## config.mk

```make
export PLATFORM = sky130hd
export DESIGN_NAME = sync_status_output_control
export DESIGN_NICKNAME = d
export VERILOG_FILES = /design/src/include/sync_ctl_pkg.sv /design/src/hw/sync_status_output_control.sv /design/src/hw/sync_sense.sv
export VERILOG_INCLUDE_DIRS = /design/src /design/src/include
export SDC_FILE = /design/constraint.sdc
export NUM_CORES = 2
export LEC_CHECK = 0
export BUFFER_PORTS_ARGS = -buffer_cell sky130_fd_sc_hd__buf_4
export CORE_ASPECT_RATIO = 0.5
export CORE_UTILIZATION = 65
export CTS_BUF_LIST = sky130_fd_sc_hd__clkbuf_4 sky130_fd_sc_hd__clkbuf_8 sky130_fd_sc_hd__clkbuf_16
export DETAILED_ROUTE_END_ITERATION = 6
export HOLD_SLACK_MARGIN = 0.06
export PLACE_DENSITY = 0.8
export SYNTH_ARGS = -nofsm -noshare
export SYNTH_HDL_FRONTEND = slang
export SYNTH_SLANG_ARGS = --single-unit
```

## constraint.sdc

```tcl
create_clock -name CLK -period 10.3 [get_ports CLK]
set_input_delay 1.545 -clock CLK [delete_from_list [all_inputs] [get_ports CLK]]
set_output_delay 1.545 -clock CLK [all_outputs]
set_load 0.01 [all_outputs]
```

## src/include/sync_ctl_consts.svh

```systemverilog
// Offsets, field positions, reset values and timing figures of the
// sync status and output control block.
// Assumes the 50 MHz internal clock and byte-wide register access.
`ifndef SYNC_CTL_CONSTS_SVH
`define SYNC_CTL_CONSTS_SVH

`define ADDR_CTL 8'h20
`define ADDR_KEEP_A 8'h21
`define ADDR_KEEP_B 8'h22
`define ADDR_WIN 8'h23
`define ADDR_ACT 8'h24
`define ADDR_POL 8'h25

`define CTL_CLKSEL_HI 7
`define CTL_CLKSEL_LO 6
`define CTL_HIZ 5
`define CTL_SOGHIZ 4
`define CTL_FLDPOL 3
`define CTL_PLLFILT 2
`define CTL_SPSRC 1

`define CTL_RESET 8'h08
`define WIN_RESET 8'h0A
`define KEEP_A_RESET 8'h00
`define KEEP_B_RESET 8'h00
`define RD_UNMAPPED 8'h00

// Pin vector index equals the activity status bit
`define PIN_H0 7
`define PIN_H1 6
`define PIN_V0 5
`define PIN_V1 4
`define PIN_EXT 1
`define PIN_RAW 8
`define PIN_COUNT 9
`define SENSE_COUNT 8

`define CLK_PERIOD_NS 20
`define WIN_STEP_NS 25
`define ACT_TIMEOUT_MS 50
`define NS_PER_MS 1000000

`endif

```

## src/include/sync_ctl_pkg.sv

```systemverilog
// Types shared by the sync status and output control design files.
// Assumes nothing beyond a SystemVerilog compiler.
package sync_ctl_pkg;

    typedef enum logic [1:0] {
        CK_PIX = 2'b00,
        CK_PIX90 = 2'b01,
        CK_PIX2X = 2'b10,
        CK_INT40 = 2'b11
    } clk_sel_type;

    typedef enum logic {
        FILT_HUNT = 1'b0,
        FILT_LOCKED = 1'b1
    } filt_mode_type;

endpackage

```

## src/hw/sync_status_output_control.sv

```systemverilog
// Sync status and output control register bank with output pin control.
// Assumes a serial control port drives the byte register strobes, and
// that clock candidates, video data and field come from on-chip logic.
//
// How it works
// - two-bit field selects which clock drives out
// - output high-impedance bit floats all but green sync
// - green sync high-impedance bit floats green sync pin
// - field polarity bit maps odd/even to level
// - PLL reference is raw or filtered sync
// - sync processor uses raw or regenerated sync
// - window width, 25 ns steps, rejects stray pulses
// - input_activity_status bits 7,6 show horizontal sync activity
// - input_activity_status bits 5,4 show vertical sync activity
// - input_activity_status bits 3,2 show green sync activity
// - input_activity_status bit 1 shows clock/hold pin activity
// - input_activity_status bit 0 shows clamp pin activity
// - input_polarity_status bits 7,6 give horizontal sync polarity
// - input_polarity_status bits 5,4 give vertical sync polarity
// - input_polarity_status bit 3 gives external hold polarity
`include "sync_ctl_consts.svh"

module sync_status_output_control
    import sync_ctl_pkg::*;
#(
    parameter int DW = 30,
    parameter int NSW = 20,
    parameter int CW = 22,
    parameter int TIMEOUT_CYCLES =
        (`ACT_TIMEOUT_MS * `NS_PER_MS) / `CLK_PERIOD_NS,
    parameter logic [7:0] KEEP_A_DEFAULT = `KEEP_A_RESET,
    parameter logic [7:0] KEEP_B_DEFAULT = `KEEP_B_RESET
) (
    input wire logic CLK,                  // 50 MHz internal clock
    input wire logic RST,                  // Synchronous reset
    input wire logic [7:0] REG_ADDR,       // Register offset
    input wire logic REG_WR,               // Write strobe
    input wire logic [7:0] REG_WDATA,      // Write data
    input wire logic REG_RD,               // Read strobe
    output logic [7:0] REG_RDATA,          // Read data, next cycle
    input wire logic PIX_CLK,              // Pixel clock candidate
    input wire logic PIX_CLK_90,           // Shifted pixel clock
    input wire logic PIX_CLK_2X,           // Doubled pixel clock
    input wire logic INT_CLK_40M,          // Fixed internal clock
    output logic CLK_OUT,                  // Selected output clock
    output logic CLK_OUT_OE,               // Clock pin drive enable
    input wire logic [DW-1:0] DATA_IN,     // Formatted pixel data
    output logic [DW-1:0] DATA_OUT,        // Data pins
    output logic DATA_OE,                  // Data pin drive enable
    input wire logic FIELD_IS_ODD,         // Field detector result
    output logic FIELD_OUT,                // Field pin
    output logic FIELD_OE,                 // Field pin drive enable
    input wire logic GREEN_SYNC_SLICED,    // Sliced green sync
    output logic GREEN_SYNC_OUTPUT_PIN,    // Green sync output pin
    output logic GREEN_SYNC_OUTPUT_OE,     // Green sync drive enable
    input wire logic HORIZ_SYNC_IN_CH0,    // Pin
    input wire logic HORIZ_SYNC_IN_CH1,    // Pin
    input wire logic VERT_SYNC_IN_CH0,     // Pin
    input wire logic VERT_SYNC_IN_CH1,     // Pin
    input wire logic GREEN_SYNC_IN_CH0,    // Pin
    input wire logic GREEN_SYNC_IN_CH1,    // Pin
    input wire logic EXT_CLOCK_OR_HOLD_PIN, // Pin
    input wire logic CLAMP_PIN,            // Pin
    input wire logic RAW_SYNC,             // Active-channel sync, async
    output logic PLL_REF_SYNC,             // Sync to the PLL
    output logic SP_SYNC                   // Sync to the sync processor
);

    typedef struct packed {
        logic [`PIN_COUNT-1:0] meta;
        logic [`PIN_COUNT-1:0] pin;
        logic [7:0] ctl;
        logic [7:0] keep_a;
        logic [7:0] keep_b;
        logic [7:0] win;
        logic [7:0] rdata;
        logic [DW-1:0] data;
        logic field;
        logic gsync;
        logic raw_d;
        filt_mode_type mode;
        logic [NSW-1:0] cnt_ns;
        logic [NSW-1:0] period_ns;
        logic filt;
        logic pll_ref;
        logic sp_sync;
    } top_state_type;

    localparam logic [NSW-1:0] STEP_NS = NSW'(`CLK_PERIOD_NS);
    localparam logic [NSW-1:0] WIN_STEP = NSW'(`WIN_STEP_NS);

    top_state_type s_ff, nxt_s;
    logic [`SENSE_COUNT-1:0] act;
    logic [`SENSE_COUNT-1:0] pos;
    logic [7:0] act_status;
    logic [7:0] pol_status;
    logic [NSW-1:0] win_ns;
    logic [NSW:0] near_lo;
    logic [NSW:0] near_hi;
    logic in_window;
    logic late;
    logic raw_rise;
    logic raw_fall;
    logic [`PIN_COUNT-1:0] pins_async;
    clk_sel_type clk_sel;

    function automatic logic hit(input logic [7:0] a, input logic [7:0] t);
        hit = (a == t);
    endfunction

    function automatic logic [7:0] read_mux(input logic [7:0] a,
                                            input top_state_type st,
                                            input logic [7:0] as,
                                            input logic [7:0] ps);
        read_mux = `RD_UNMAPPED;
        if (hit(a, `ADDR_CTL)) begin
            read_mux = st.ctl;
        end
        if (hit(a, `ADDR_KEEP_A)) begin
            read_mux = st.keep_a;
        end
        if (hit(a, `ADDR_KEEP_B)) begin
            read_mux = st.keep_b;
        end
        if (hit(a, `ADDR_WIN)) begin
            read_mux = st.win;
        end
        if (hit(a, `ADDR_ACT)) begin
            read_mux = as;
        end
        if (hit(a, `ADDR_POL)) begin
            read_mux = ps;
        end
    endfunction

    assign pins_async = {RAW_SYNC, HORIZ_SYNC_IN_CH0, HORIZ_SYNC_IN_CH1,
                         VERT_SYNC_IN_CH0, VERT_SYNC_IN_CH1,
                         GREEN_SYNC_IN_CH0, GREEN_SYNC_IN_CH1,
                         EXT_CLOCK_OR_HOLD_PIN, CLAMP_PIN};

    // One sensor per pin except the raw sync; polarity is only reported for some of them
    generate
        for (genvar i = 0; i < `SENSE_COUNT; i++) begin : g_sense
            sync_sense #(
                .CW(CW),
                .TIMEOUT_CYCLES(TIMEOUT_CYCLES)
            ) u_sense (
                .clk(CLK),
                .rst(RST),
                .level(s_ff.pin[i]),
                .active(act[i]),
                .positive(pos[i])
            );
        end
    endgenerate

    assign act_status = act;
    assign pol_status = {pos[`PIN_H0], pos[`PIN_H1],
                         pos[`PIN_V0], pos[`PIN_V1],
                         pos[`PIN_EXT], 3'h0};

    // Window in ns so 25 ns steps need no rounding to 20 ns cycles
    assign win_ns = NSW'(s_ff.win) * WIN_STEP;
    assign near_lo = {1'b0, s_ff.cnt_ns} + {1'b0, win_ns};
    assign near_hi = {1'b0, s_ff.period_ns} + {1'b0, win_ns};
    assign in_window = (near_lo >= {1'b0, s_ff.period_ns}) &&
                       ({1'b0, s_ff.cnt_ns} <= near_hi);
    assign late = {1'b0, s_ff.cnt_ns} > near_hi;
    assign raw_rise = s_ff.pin[`PIN_RAW] & ~s_ff.raw_d;
    assign raw_fall = ~s_ff.pin[`PIN_RAW] & s_ff.raw_d;

    always_comb begin
        nxt_s = s_ff;
        nxt_s.meta = pins_async;
        nxt_s.pin = s_ff.meta;
        nxt_s.raw_d = s_ff.pin[`PIN_RAW];
        if (REG_WR && hit(REG_ADDR, `ADDR_CTL)) begin
            nxt_s.ctl = {REG_WDATA[7:1], 1'b0};
        end
        // Stored and read back only; the far side keeps them
        if (REG_WR && hit(REG_ADDR, `ADDR_KEEP_A)) begin
            nxt_s.keep_a = REG_WDATA;
        end
        if (REG_WR && hit(REG_ADDR, `ADDR_KEEP_B)) begin
            nxt_s.keep_b = REG_WDATA;
        end
        if (REG_WR && hit(REG_ADDR, `ADDR_WIN)) begin
            nxt_s.win = REG_WDATA;
        end
        if (REG_RD) begin
            nxt_s.rdata = read_mux(REG_ADDR, s_ff, act_status, pol_status);
        end
        // Float state is applied through the enables
        nxt_s.data = DATA_IN;
        nxt_s.field = FIELD_IS_ODD ^ s_ff.ctl[`CTL_FLDPOL];
        nxt_s.gsync = GREEN_SYNC_SLICED;
        if (s_ff.cnt_ns <= ~STEP_NS) begin
            nxt_s.cnt_ns = s_ff.cnt_ns + STEP_NS;
        end else begin
            nxt_s.cnt_ns = '1;
        end
        if (raw_fall) begin
            nxt_s.filt = 1'b0;
        end
        case (s_ff.mode)
            FILT_HUNT: begin
                if (raw_rise) begin
                    nxt_s.period_ns = s_ff.cnt_ns;
                    nxt_s.cnt_ns = '0;
                    nxt_s.filt = 1'b1;
                    nxt_s.mode = FILT_LOCKED;
                end
            end
            FILT_LOCKED: begin
                if (raw_rise && in_window) begin
                    nxt_s.period_ns = s_ff.cnt_ns;
                    nxt_s.cnt_ns = '0;
                    nxt_s.filt = 1'b1;
                end else if (late) begin
                    // Missed edge: relearn the line period
                    nxt_s.mode = FILT_HUNT;
                end
            end
            default: begin
                nxt_s.mode = FILT_HUNT;
            end
        endcase
        nxt_s.pll_ref = s_ff.ctl[`CTL_PLLFILT] ? s_ff.filt
                                               : s_ff.pin[`PIN_RAW];
        // The filtered level doubles as the regenerated sync
        nxt_s.sp_sync = s_ff.ctl[`CTL_SPSRC] ? s_ff.filt
                                             : s_ff.pin[`PIN_RAW];
    end

    always_ff @(posedge CLK) begin
        if (RST) begin
            s_ff <= '0;
            s_ff.ctl <= `CTL_RESET;
            s_ff.keep_a <= KEEP_A_DEFAULT;
            s_ff.keep_b <= KEEP_B_DEFAULT;
            s_ff.win <= `WIN_RESET;
            s_ff.mode <= FILT_HUNT;
        end else begin
            s_ff <= nxt_s;
        end
    end

    assign clk_sel = clk_sel_type'(s_ff.ctl[`CTL_CLKSEL_HI:`CTL_CLKSEL_LO]);

    // Glitches on a select change are accepted; software switches while idle
    always_comb begin
        case (clk_sel)
            CK_PIX: CLK_OUT = PIX_CLK;
            CK_PIX90: CLK_OUT = PIX_CLK_90;
            CK_PIX2X: CLK_OUT = PIX_CLK_2X;
            CK_INT40: CLK_OUT = INT_CLK_40M;
            default: CLK_OUT = PIX_CLK;
        endcase
    end

    assign CLK_OUT_OE = ~s_ff.ctl[`CTL_HIZ];
    assign DATA_OE = ~s_ff.ctl[`CTL_HIZ];
    assign FIELD_OE = ~s_ff.ctl[`CTL_HIZ];
    assign GREEN_SYNC_OUTPUT_OE = ~s_ff.ctl[`CTL_SOGHIZ];
    assign DATA_OUT = s_ff.data;
    assign FIELD_OUT = s_ff.field;
    assign GREEN_SYNC_OUTPUT_PIN = s_ff.gsync;
    assign PLL_REF_SYNC = s_ff.pll_ref;
    assign SP_SYNC = s_ff.sp_sync;
    assign REG_RDATA = s_ff.rdata;
endmodule

```

## src/hw/sync_sense.sv

```systemverilog
// Activity and polarity sensing for one synchronised sync level.
// Assumes the level is already in the CLK domain.
`include "sync_ctl_consts.svh"

module sync_sense
    import sync_ctl_pkg::*;
#(
    parameter int CW = 22,
    parameter int TIMEOUT_CYCLES = 2500000
) (
    input wire logic clk,            // Internal clock
    input wire logic rst,            // Synchronous reset
    input wire logic level,          // Synchronised input level
    output logic active,             // Edges seen within timeout
    output logic positive            // High phase shorter than low
);

    typedef struct packed {
        logic prev;
        logic [CW-1:0] idle;
        logic [CW-1:0] run;
        logic [CW-1:0] high_len;
        logic [CW-1:0] low_len;
        logic active;
        logic positive;
    } sense_state_type;

    localparam logic [CW-1:0] IDLE_LAST = CW'(TIMEOUT_CYCLES - 1);
    localparam logic [CW-1:0] ONE = CW'(1);

    sense_state_type s_ff, nxt_s;
    logic edge_seen;

    assign edge_seen = level ^ s_ff.prev;

    always_comb begin
        nxt_s = s_ff;
        nxt_s.prev = level;
        if (s_ff.run != '1) begin
            nxt_s.run = s_ff.run + ONE;
        end
        if (edge_seen) begin
            // Any edge restarts the timeout window
            nxt_s.idle = '0;
            nxt_s.active = 1'b1;
            nxt_s.run = '0;
            if (s_ff.prev) begin
                nxt_s.high_len = s_ff.run;
                // Sync pulses are the short phase
                nxt_s.positive = s_ff.run < s_ff.low_len;
            end else begin
                nxt_s.low_len = s_ff.run;
                nxt_s.positive = s_ff.high_len < s_ff.run;
            end
        end else if (s_ff.idle == IDLE_LAST) begin
            nxt_s.active = 1'b0;
        end else begin
            nxt_s.idle = s_ff.idle + ONE;
        end
    end

    always_ff @(posedge clk) begin
        if (rst) begin
            s_ff <= '0;
        end else begin
            s_ff <= nxt_s;
        end
    end

    assign active = s_ff.active;
    assign positive = s_ff.positive;
endmodule

```

==> reports/metrics.csv <==
stage,metric,value,unit
run_status,status,finished with violations,
run_status,violated checks,DRC,
place,HPWL Detailed,51100,um
yosys,average size of a mapped cell,8.81,sq um
timing,max_slew headroom,16.5,%
final_layout,number of diodes,0,
floorplan,total core area,52300,sq um
timing,RSZ-0062 raised after global routing,false,
setup_path,Worst EP required,10.83,ns
yosys,synthesized flop and latch total,661,
yosys,cell taking the most area after synthesis,dfxtp_1,
clocking,Post-CTS Hold Fix Bufs,0,
clocking,htree depth,2,
place,dpl cell area,35800,sq um
yosys,Synth Net Count,4342,
setup_path,CP top delay family,compound AO/OA/AOI/OAI gates,
clocking,Post-CTS Setup Inserts,0,
yosys,Post-Syn Area,34700,sq um
clocking,clk buf depth,3,
yosys,Synthesis Warnings,0,
yosys,"Top FF cell, synth",dfxtp_1,
place,Port Buffer Count,111,
place,Placer Congestion,0.909,
routing,drt pass-1 iters,7,
yosys,Synth async-reset ratio,0,%
floorplan,initial core utilization,66.3,%
clocking,root buf cell,clkbuf_16,
setup_path,critical path arrival,7.65,ns
routing,DRC viols,12,
timing,final setup fails,0,
place,dpl ws,3.23,ns
clocking,Sink Count,661,
setup_path,Setup crit end kind,register,
worst_hold_path,Hold Crit Class,reg2reg,
final_layout,Fillers,3975,
power_and_ir_drop,total power draw,5.13,mW
clocking,worst-skew pair later-pin latency,0.62,ns
power_and_ir_drop,Comb power frac,6.0,%
timing,setup ws final,3.17,ns
timing,clock skew,0.0235,ns
final_layout,"most common cell after layout, fill and taps aside",dfxtp_1,
setup_path,type of the worst setup path,reg2reg,
routing,post-route ant nets,0,
setup_path,worst reg-to-reg path cell count,26,
power_and_ir_drop,Peak VDD IR,0.128,mV
floorplan,DIE AREA,54400,sq um
grt,vias in the first global route,25500,
power_and_ir_drop,sw frac,23.4,%
timing,part of the cycle the worst path needs,69.2,%
run,max-cap violation count,0,
setup_path,CP peak stage delay,1.00,ns
power_and_ir_drop,Clk pwr share,42.9,%
setup_path,cell mode on critical path,ha_1,
setup_path,largest fanout on the critical path,41,
routing,Post-Route WL,72900,um
final_layout,Final Instance Area,37700,sq um
timing,setup_tns,0,ns
timing,final-report hold violation count,0,
final_layout,Nets,4357,
yosys,Post-synth EDFFs,0,
clocking,Num CTS Buffers,56,
setup_path,total number of cells along the worst setup path,26,
yosys,Yosys cell types,71,
grt,grt total ovfl,0,
floorplan,Die Ht,165,um
final_layout,most frequent cells in the layout,"661 x dfxtp_1, 599 x nor2_1, 332 x ha_1",
routing,DR vias,26800,
grt,pin count of the biggest net entering global routing,116,
grt,total global-route track usage,26.4,%
clocking,Clock transition at path regs,0.07,ns
yosys,Yosys top cell area share,38.1,%
power_and_ir_drop,Lkg Pwr,14.7,nW
clocking,Resize count post-CTS,0,
floorplan,num rows,59,
routing,vias per std cell,5.70,
final_layout,layout cells sized above 1,6.52,%
power_and_ir_drop,Cell Int Power,3.93,mW
timing,Fmax,140,MHz
timing,worst-margin pin slew,1.25,ns
yosys,Mapped Cells,3940,
setup_path,CP Launch Type,register,
routing,wire per inst,15.5,um
floorplan,# IOs,112,
power_and_ir_drop,Switch Pwr,1.20,mW
power_and_ir_drop,PwrDens,136,nW/um^2
floorplan,Die X,329,um
grt,antenna violations before repair,0,
routing,initial DRC count,1530,
yosys,"Seq/Total Area, Yosys",38.1,%
setup_path,Buffers & Inverters on Critical Path,1,
final_layout,Area Overhead vs Synth,8.51,%
timing,Final min period,7.13,ns
setup_path,critical path's slowest cell,a2111oi_0,
yosys,synth top area cells,"dfxtp_1 38%, ha_1 12%, mux2i_1 7.9%",
grt,first-pass GRT wire length,121000,um
power_and_ir_drop,Reg power frac,51.1,%
clocking,CTS tree,built,
timing,fin. max-slew vios,0,
worst_hold_path,hold depth,1,
timing,hold_ws,0.440,ns
## registers in the layout, summed over array words and instances, names as in the netlist
signal,cells
DATA_OUT,30
FIELD_OUT,1
GREEN_SYNC_OUTPUT_PIN,1
PLL_REF_SYNC,1
REG_RDATA,8
SP_SYNC,1
clk_sel,2
g_sense.u_sense.active,8
g_sense.u_sense.positive,5
g_sense.u_sense.s_ff,514
nxt_s,10
s_ff,80
## synth_stat cells (5+ instances only)
library cell    n
o221ai_1        6
clkbuf_1      124
nor2_1        599
or3_1          35
a221oi_1        7
o21bai_1       11
fa_1            5
o2111ai_1      15
or2_2           7
buf_4          41
nor4_1         37
o211ai_1        7
a2111oi_0      10
nand3b_1        8
xnor2_1       160
inv_1         274
or4_1          11
and4_1         20
a211oi_1       17
a21o_1         76
nor3_1         88
nor4b_1        12
and2_1         14
xor2_1        118
a211o_1        11
nand4_1       101
nand2b_1       79
dfxtp_1       661
nand2_1       196
and3_1         57
mux2i_1       273
o21a_1         12
a21oi_1       159
a31oi_1         9
nor3b_1         7
ha_1          332
nor2b_1        68
o21ai_0        76
nand3_1       135
## cell families after synthesis
group,after synthesis,share of synthesized area [%]
buffers and inverters,449,5.35
adder cells (fa/ha/maj),337,12.3
AO/OA/AOI/OAI,451,8.37
AND/OR/NAND/NOR,1487,20.8
XOR/XNOR,278,7.01
flip-flops,661,38.1
multiplexers,277,8.13
## power by group through the flow
stage / Sequential (mW) / Combinational [mW] / Clock (mW)
3_5_place_dp: 2.68 / 0.304 / 0
6_report: 2.62 / 0.306 / 2.20
4_1_cts: 2.62 / 0.307 / 2.23
3_3_place_gp: 2.68 / 0.298 / 0
5_1_grt: 2.62 / 0.340 / 2.35
2_1_floorplan: 2.67 / 0.227 / 0
## through the flow
stage,cells,util (%)
floorplan,3940,-
global placement,4598,68.3
detailed placement,4598,68.3
CTS,4702,72.0
global route,4702,72.0
finish,4702,72.0
## worst reg2reg max path, stage by stage (launching register included)
cell	delay, ns
dfxtp_1	0.53
ha_1	0.30
ha_1	0.30
ha_1	0.32
fa_1	0.46
a21oi_1	0.16
nor2_1	0.05
nor2_1	0.16
o21bai_1	0.09
a21oi_1	0.20
o21ai_0	0.15
xnor2_1	0.42
ha_1	0.35
a21oi_1	0.21
nand2_1	0.10
a2111oi_0	1.00
nor3_1	0.14
xor2_1	0.20
ha_1	0.30
o21ai_0	0.08
nor2_1	0.10
nor2_1	0.07
a21oi_1	0.18
o221ai_2	0.15
a311oi_4	0.22
buf_4	0.52
mux2i_1	0.30
## final timing paths
kind	end	slack (ns)	startpoint
setup / recovery	s_ff[4]	3.17	s_ff[86]
setup reg to reg	s_ff[4]	3.17	s_ff[86]
hold reg to reg	s_ff[123]	0.44	nxt_s[123]
hold / removal	s_ff[123]	0.44	nxt_s[123]
## routing by layer
| layer | share of wire [%] | global-route usage, % | vias up |
|---|---|---|---|
| met4 | 2.4 | 7.67 | 0 |
| met5 | 0 | 0 | - |
| li1 | - | - | 13500 |
| met3 | 3.9 | 3.57 | 124 |
| met2 | 47 | 46.2 | 503 |
| met1 | 46 | 34.0 | 12600 |
## cell type report
type	count	area (sq um)	area share, %
multi-input combinational	2830	19600	52.1
sequential	661	13200	35.1
clock buffer	78	1670	4.42
inverter	274	1030	2.73
timing repair buffer	132	998	2.65
tap	701	877	2.33
clock inverter	26	244	0.648
Power figures use the tool's default switching activity.
